[src/see_pkg.sv]
/*
 Constants, state codes and the register image of the two-wire memory slave.
 Assumes a 20 MHz system clock that oversamples the serial clock pin.
*/
package see_pkg;

    // System clock
    localparam int unsigned CLK_PERIOD_NS = 50;

    // Array and identifier geometry
    localparam int unsigned MEM_DEPTH     = 256;
    localparam int unsigned ADDR_W        = 8;
    localparam int unsigned BYTE_W        = 8;
    localparam int unsigned ID_BYTES      = 16;
    localparam int unsigned ID_IDX_W      = 4;
    localparam int unsigned STRAP_W       = 3;
    localparam int unsigned SYNC_W        = 6;
    localparam int unsigned CNT_W         = 4;

    // Field positions in the first byte after a start
    localparam int unsigned PFX_MSB       = 7;
    localparam int unsigned PFX_LSB       = 4;
    localparam int unsigned STRAP_MSB     = 3;
    localparam int unsigned STRAP_LSB     = 1;
    localparam int unsigned RW_BIT        = 0;

    // Device-type prefixes: user array and identifier space
    localparam logic [3:0] MEM_PREFIX     = 4'hA;
    localparam logic [3:0] ID_PREFIX      = 4'hB;

    // Bit counter value once a whole byte has been clocked
    localparam logic [CNT_W-1:0] BIT_LAST = 4'h8;
    localparam logic [CNT_W-1:0] CNT_RST  = 4'h0;

    // Reset values
    localparam logic [ADDR_W-1:0] ADDR_RST = 8'h00;
    localparam logic [BYTE_W-1:0] BYTE_RST = 8'h00;

    // Protocol states, one-hot
    typedef enum logic [8:0] {
        ST_IDLE      = 9'h001,
        ST_ADDR      = 9'h002,
        ST_ADDR_ACK  = 9'h004,
        ST_WORD      = 9'h008,
        ST_WORD_ACK  = 9'h010,
        ST_WDATA     = 9'h020,
        ST_WDATA_ACK = 9'h040,
        ST_RDATA     = 9'h080,
        ST_MACK      = 9'h100
    } see_state_e_t;

    typedef logic [MEM_DEPTH-1:0][BYTE_W-1:0] see_mem_t;
    typedef logic [ID_BYTES-1:0][BYTE_W-1:0]  see_id_t;

    // Whole state of the slave
    typedef struct packed {
        see_state_e_t        st;
        logic                scl_prev;
        logic                sda_prev;
        logic [CNT_W-1:0]    bit_cnt;
        logic [BYTE_W-1:0]   shreg;
        logic [ADDR_W-1:0]   addr;
        logic                id_sel;
        logic                rw;
        logic                m_ack;
        logic                oe;
        logic                sel;
        see_mem_t            mem;
    } see_state_t;

endpackage

[src/see_slave.sv]
/*
 Two-wire serial memory slave: address match, byte array, read-only identifier.
 Assumes the pads resolve the open-drain data wire and apply pull-downs to
 straps and write lock; scl and sda arrive unsynchronised from the bus master.
*/
// Function
// Three strap inputs form part of the bus address, eight devices per bus.
// Answer only when sent address bits equal strap levels; otherwise stay passive.
// Undriven strap and write-lock inputs read as low.
// Data line driven open-drain only: pull low or release.
// Incoming bits captured on rising serial clock edges.
// Outgoing bit changes only after a falling serial clock edge.
// Master holds serial clock high while the bus is idle.
// Write lock high blocks every write to the whole array.
// Write lock low lets writes to the array proceed normally.
// User array of byte-wide locations, 256 in this build.
// 128-bit identifier can never be altered by any bus operation.
// Identifier lives in its own space, apart from the user array.
// Straps compared with the three bits after the type prefix.
`timescale 1ns/1ps
module see_slave
    import see_pkg::*;
#(
    parameter logic [ID_BYTES*BYTE_W-1:0] ID_VALUE = 128'h0123456789ABCDEF0F1E2D3C4B5A6978
) (
    input  wire logic clock,
    input  wire logic arst_n,
    input  wire logic scl,
    input  wire logic sda_i,
    output logic      sda_o,
    output logic      sda_oe,
    input  wire logic chip_select_strap_0,
    input  wire logic chip_select_strap_1,
    input  wire logic chip_select_strap_2,
    input  wire logic write_lock,
    output logic      selected
);

    // ID_VALUE default is arbitrary; each part gets its own at build time
    localparam see_id_t ID_TABLE = ID_VALUE;

    see_state_t         s_q;
    see_state_t         s_d;
    logic [SYNC_W-1:0]  pins_raw;
    logic [SYNC_W-1:0]  pins_s;
    logic               scl_s;
    logic               sda_s;
    logic               wp_s;
    logic [STRAP_W-1:0] strap_s;
    logic               scl_rise;
    logic               scl_fall;
    logic               start_cond;
    logic               stop_cond;
    logic [ADDR_W-1:0]  addr_inc;
    logic [BYTE_W-1:0]  rd_byte;
    logic [BYTE_W-1:0]  nx_byte;
    logic [3:0]         pfx;
    logic               pfx_ok;
    logic               strap_ok;
    logic               wr_ok;

    // All pins pass two flops before use
    assign pins_raw = {write_lock, chip_select_strap_2, chip_select_strap_1,
                       chip_select_strap_0, sda_i, scl};

    see_sync #(
        .WIDTH (SYNC_W)
    ) u_sync (
        .clock  (clock),
        .arst_n (arst_n),
        .d      (pins_raw),
        .q      (pins_s)
    );

    // Synchronised pins; the pad pull-downs cover open pins, reset only starts them low
    assign scl_s   = pins_s[0];
    assign sda_s   = pins_s[1];
    assign strap_s = pins_s[4:2];
    assign wp_s    = pins_s[5];

    // Edge and bus-condition detection on the sampled wires
    assign scl_rise   = scl_s & ~s_q.scl_prev;
    assign scl_fall   = ~scl_s & s_q.scl_prev;
    assign start_cond = scl_s & s_q.scl_prev & s_q.sda_prev & ~sda_s;
    assign stop_cond  = scl_s & s_q.scl_prev & ~s_q.sda_prev & sda_s;

    // Read path: identifier space is separate from the array
    assign addr_inc = s_q.addr + 8'h01;
    assign rd_byte  = s_q.id_sel ? ID_TABLE[s_q.addr[ID_IDX_W-1:0]] : s_q.mem[s_q.addr];
    assign nx_byte  = s_q.id_sel ? ID_TABLE[addr_inc[ID_IDX_W-1:0]] : s_q.mem[addr_inc];

    // Address byte decode
    assign pfx      = s_q.shreg[PFX_MSB:PFX_LSB];
    assign pfx_ok   = (pfx == MEM_PREFIX) || (pfx == ID_PREFIX);
    assign strap_ok = (s_q.shreg[STRAP_MSB:STRAP_LSB] == strap_s);

    // Identifier is never writable; lock covers the whole array
    assign wr_ok = ~wp_s & ~s_q.id_sel;

    // Protocol engine; start and stop override any bit in flight
    always_comb begin
        s_d          = s_q;
        s_d.scl_prev = scl_s;
        s_d.sda_prev = sda_s;
        if (start_cond) begin
            s_d.st      = ST_ADDR;
            s_d.bit_cnt = CNT_RST;
            s_d.oe      = 1'b0;
            s_d.sel     = 1'b0;
        end else if (stop_cond) begin
            s_d.st  = ST_IDLE;
            s_d.oe  = 1'b0;
            s_d.sel = 1'b0;
        end else begin
            unique case (s_q.st)
                ST_IDLE: begin
                    s_d.oe = 1'b0;
                end
                ST_ADDR, ST_WORD, ST_WDATA: begin
                    if (scl_rise) begin
                        // Sample on rising clock
                        s_d.shreg   = {s_q.shreg[BYTE_W-2:0], sda_s};
                        s_d.bit_cnt = s_q.bit_cnt + 4'h1;
                    end else if (scl_fall && (s_q.bit_cnt == BIT_LAST)) begin
                        if (s_q.st == ST_ADDR) begin
                            if (pfx_ok && strap_ok) begin
                                s_d.oe     = 1'b1;
                                s_d.sel    = 1'b1;
                                s_d.id_sel = (pfx == ID_PREFIX);
                                s_d.rw     = s_q.shreg[RW_BIT];
                                s_d.st     = ST_ADDR_ACK;
                            end else begin
                                // Not ours: stay off the wire
                                s_d.st = ST_IDLE;
                            end
                        end else if (s_q.st == ST_WORD) begin
                            s_d.addr = s_q.id_sel ? {4'h0, s_q.shreg[ID_IDX_W-1:0]}
                                                  : s_q.shreg;
                            s_d.oe   = 1'b1;
                            s_d.st   = ST_WORD_ACK;
                        end else begin
                            if (wr_ok) begin
                                s_d.mem[s_q.addr] = s_q.shreg;
                            end
                            // Refused bytes are not acknowledged
                            s_d.oe   = wr_ok;
                            s_d.addr = addr_inc;
                            s_d.st   = ST_WDATA_ACK;
                        end
                    end
                end
                ST_ADDR_ACK, ST_WORD_ACK, ST_WDATA_ACK: begin
                    if (scl_fall) begin
                        // Release after the ack clock
                        s_d.oe      = 1'b0;
                        s_d.bit_cnt = CNT_RST;
                        if (s_q.st == ST_ADDR_ACK) begin
                            if (s_q.rw) begin
                                s_d.st = ST_RDATA;
                                s_d.oe = ~rd_byte[BYTE_W-1];
                            end else begin
                                s_d.st = ST_WORD;
                            end
                        end else begin
                            s_d.st = ST_WDATA;
                        end
                    end
                end
                ST_RDATA: begin
                    if (scl_rise) begin
                        s_d.bit_cnt = s_q.bit_cnt + 4'h1;
                    end else if (scl_fall) begin
                        if (s_q.bit_cnt == BIT_LAST) begin
                            s_d.oe = 1'b0;
                            s_d.st = ST_MACK;
                        end else begin
                            // Next bit only after falling clock
                            s_d.oe = ~rd_byte[~s_q.bit_cnt[2:0]];
                        end
                    end
                end
                ST_MACK: begin
                    if (scl_rise) begin
                        s_d.m_ack = ~sda_s;
                    end else if (scl_fall) begin
                        s_d.addr    = addr_inc;
                        s_d.bit_cnt = CNT_RST;
                        if (s_q.m_ack) begin
                            s_d.st = ST_RDATA;
                            s_d.oe = ~nx_byte[BYTE_W-1];
                        end else begin
                            s_d.st  = ST_IDLE;
                            s_d.sel = 1'b0;
                        end
                    end
                end
                default: begin
                    s_d.st = ST_IDLE;
                    s_d.oe = 1'b0;
                end
            endcase
        end
    end

    // Array is cleared at reset; a real part would keep its contents
    always_ff @(posedge clock or negedge arst_n) begin
        if (!arst_n) begin
            s_q          <= '0;
            s_q.st       <= ST_IDLE;
            s_q.scl_prev <= 1'b1;
            s_q.sda_prev <= 1'b1;
            s_q.addr     <= ADDR_RST;
            s_q.shreg    <= BYTE_RST;
        end else begin
            s_q <= s_d;
        end
    end

    // Open-drain: only ever drive low
    assign sda_o    = 1'b0;
    assign sda_oe   = s_q.oe;
    assign selected = s_q.sel;

endmodule

[src/see_sync.sv]
/*
 Two-flop synchroniser for a group of pin inputs.
 Assumes asynchronous pins; the first stage feeds only the second.
*/
`timescale 1ns/1ps
module see_sync #(
    parameter int unsigned WIDTH = 1
) (
    input  wire logic             clock,
    input  wire logic             arst_n,
    input  wire logic [WIDTH-1:0] d,
    output logic      [WIDTH-1:0] q
);

    typedef struct packed {
        logic [WIDTH-1:0] meta;
        logic [WIDTH-1:0] stable;
    } see_sync_t;

    see_sync_t s_q;
    see_sync_t s_d;

    // Stage shift
    always_comb begin
        s_d        = s_q;
        s_d.meta   = d;
        s_d.stable = s_q.meta;
    end

    // Reset to low, as the pad pull-downs would leave an open pin
    always_ff @(posedge clock or negedge arst_n) begin
        if (!arst_n) begin
            s_q <= '0;
        end else begin
            s_q <= s_d;
        end
    end

    assign q = s_q.stable;

endmodule

[config.mk]
export PLATFORM = sky130hd
export DESIGN_NAME = see_slave
export DESIGN_NICKNAME = d
export VERILOG_FILES = /design/src/see_pkg.sv /design/src/see_slave.sv /design/src/see_sync.sv
export SDC_FILE = /design/constraint.sdc
export NUM_CORES = 2
export LEC_CHECK = 0
export BUFFER_PORTS_ARGS = -buffer_cell sky130_fd_sc_hd__buf_2
export CORE_ASPECT_RATIO = 0.5
export CORE_MARGIN = 1
export CORE_UTILIZATION = 51
export DETAILED_ROUTE_END_ITERATION = 10
export PLACE_DENSITY = 0.66
export SYNTH_ARGS = -nofsm -noshare
export SYNTH_HDL_FRONTEND = slang
export SYNTH_SLANG_ARGS = --single-unit
[constraint.sdc]
create_clock -name clock -period 5.7 [get_ports clock]
set_input_delay 0.855 -clock clock [delete_from_list [all_inputs] [get_ports clock]]
set_output_delay 0.855 -clock clock [all_outputs]
set_load 0.005 [all_outputs]
==> results_dict.tcl <==
set metrics [dict create \
    r2r_cells 11 \
    post-place-ws_ps 979 \
    startpoint "s_q[2054]" \
    grt_overflow 0 \
    power_density_nw_per_um2 266 \
    drc 0 \
    yosysWarningCount 0 \
    cp.arrival_ps 5860 \
    failed_checks "hold timing, capacitance limit" \
    via_per_inst 6.67 \
    rsz0062_at_grt "no" \
    crit_fanout 35 \
    crit_path_top_delay_cell "dfrtp_4" \
    clk_pin_slew_ps 70 \
    layout_common_cells "dfrtp_1, mux2_2, mux4_2" \
    swShare_pct 22.0 \
    synth_edf_count 0 \
    cts_tree "yes" \
    setup_ws_ps 640 \
    clock-root-buffer "clkbuf_16" \
    coreArea_um2 191000 \
    max_stage_delay_ps 920 \
    endpoint_kind "flip-flop" \
    grt_first_pass_wirelength_um 458000 \
    gp_congestion 1.03 \
    track_usage_pct 32.2 \
    hold_violations 12 \
    initial_core_util_pct 51.7 \
    fin_crit_sh_pct 88.8 \
    first_pass_iters 7 \
    final_area_um2 108000 \
    synth-seq-cells 2096 \
    fin_skew_ps 51.2 \
    crit_chain "inv_1, ha_4, buf_4, mux4_2, mux4_2, mux2i_1, a211oi_1, a21oi_1, o21ai_0, o221ai_1, o221a_1" \
    fp.dieH_um 313 \
    drive_gt1_share_pct 50.7 \
    dieArea_um2 196000 \
    portBuffers 9 \
    setup_viol 0 \
    fillers 14900 \
    syn_area_um2 98800 \
    synth-async-reset-ratio_pct 100 \
    syn_avg_cell_area_um2 15.1 \
    io_pins 11 \
    wire_per_inst_um 33.9 \
    comb_power_share_pct 1.8 \
    syn_to_final_growth_pct 9.85 \
    synth_cell_type_count 78 \
    ant_nets 0 \
    postCtsResizedCells 0 \
    postCtsSetupBuffers 0 \
    grt_max_degree 200 \
    cts.htree.levels 4 \
    r2r_slack_ps 640 \
    drt_iter0_markers 6932 \
    cp_common_cell "mux4_2" \
    numCtsBuffers 193 \
    cts.sinks 2096 \
    synth_flop_cell "dfrtp_1" \
    hpwlAfterDp_um 208000 \
    dp.cells 8877 \
    reg2reg_from "s_q[2054]" \
    nNetsFinal 6501 \
    power.switching_mw 6.35 \
    fp.dieW_um 624 \
    max-vdd-ir-drop_uv 210 \
    min_path_type "input pin to async pin" \
    syn_inst 6522 \
    power.internal_mw 22.5 \
    crit_path_end "sda_oe" \
    mostFrequentLayoutCell "dfrtp_1" \
    p_total_mw 28.8 \
    critical_path_class "flip-flop to flip-flop" \
    fp-row-count 113 \
    max_freq_mhz 198 \
    instances_no_fill 9220 \
    finalWirelength_um 313000 \
    cp.required_ps 6500 \
    r2r-end "sda_oe" \
    outcome "finished with violations" \
    grt_pass1_vias 63400 \
    antenna_found_initial 19 \
    whs_ps -24.5 \
    place_area_um2 102000 \
    max_cap_violations 1 \
    seq_area_frac_synth_pct 53.1 \
    seq_power_share_pct 51.8 \
    fin_tns_setup_ps 0 \
    relSlewSlack_pct 1.14 \
    clockPowerShare_pct 46.4 \
    postLayoutCoreUtil_pct 56.8 \
    worst_pin_slew_ps 1470 \
    final_max_slew_viol_count 0 \
    cts_hold_buf 0 \
    cts_buffer_depth 4 \
    cp-start-kind "flip-flop" \
    vias 61500 \
    power_leakage_nw 49.7 \
    period_needed_ps 5060 \
    synth_nets 6536 \
    clock_latency_ps 870 \
]
## worst max-delay path: cells and delay by family (launching register included)
kind | cells | cell delay [ps]
AOI/OAI and AO/OA | 5 | 930
buffers and inverters | 2 | 550
muxes | 3 | 1610
DFF | 1 | 920
adders and majority gates | 1 | 920
## routing by layer
metal / track usage (%) / vias up / part of all wire [%]
li1: - / 24400 / -
met1: 45.9 / 33600 / 42
met2: 46.2 / 2869 / 43
met3: 11.2 / 650 / 11
met4: 10.6 / 26 / 3.7
met5: 0.335 / - / 0.079
## power groups by stage
stage          clock network (mW)  registers [mW]  logic (mW)
2_1_floorplan                   0            15.2       0.141
3_3_place_gp                    0            15.2       0.509
3_5_place_dp                    0            15.2       0.532
4_1_cts                      13.5            14.9       0.533
5_1_grt                      14.1            14.9       0.585
6_report                     13.4            14.9       0.517
## how the worst min path moves through the flow
stage,start,to,slack [ps],depth (start not counted)
after floorplan,u_sync.s_d[0],u_sync.q[0],330,0
after CTS,arst_n,async pin,60,1
after global routing,arst_n,async pin,50,1
after global placement,u_sync.s_d[5],u_sync.q[5],330,0
final,arst_n,async pin,-20,1
after detailed placement,u_sync.s_d[0],u_sync.q[0],340,0
## cells by family after synthesis
kind of cell | Yosys count | share of synthesized area, %
AOI/OAI and AO/OA | 430 | 3.04
and+or+nand+nor | 655 | 3.41
buffers and inverters | 518 | 2.64
DFF | 2096 | 53.1
xor gates and xnor gates | 13 | 0.123
adders and majority gates | 6 | 0.0760
muxes | 2803 | 37.6
other | 1 | 0.00380
## cell type report
cell class,instances,area (µm²),share of cell area [%]
clock inverter,57,673,0.621
clock buffer,280,5670,5.23
inverter,12,50.0,0.0461
multi-input combinational,3908,43800,40.4
timing repair buffer,276,2510,2.31
tap,2587,3240,2.98
sequential,2096,52500,48.4
antenna,4,10.0,0.00923
## Yosys cell counts (11+ instances only)
cell      count  area share, %
nor3_1       20           0.10
mux2_2     2071             24
a211oi_1     18           0.14
buf_2        79           0.40
o21ai_0      57           0.29
o221ai_1     17           0.15
and3_1       12          0.076
mux4_1       11           0.29
nand2_1     153           0.58
mux4_2      502             11
o22ai_1      24           0.15
a22o_1       15           0.13
a21oi_1      79           0.40
dfrtp_1    2093             53
nand2b_1     23           0.15
nand3_1      55           0.28
buf_4        43           0.33
nand4_1      19           0.12
mux2i_1     211            2.1
a31oi_1      11          0.070
nor2_1      150           0.57
buf_1        28           0.11
a32oi_1      12           0.11
nor2b_1      16           0.10
nor2_2      149           0.94
a22oi_1     119           0.90
clkbuf_1    304            1.2
buf_6        49           0.56
a221oi_1     29           0.26
nand3_2      18           0.18
(Power assumes the default switching activity.)
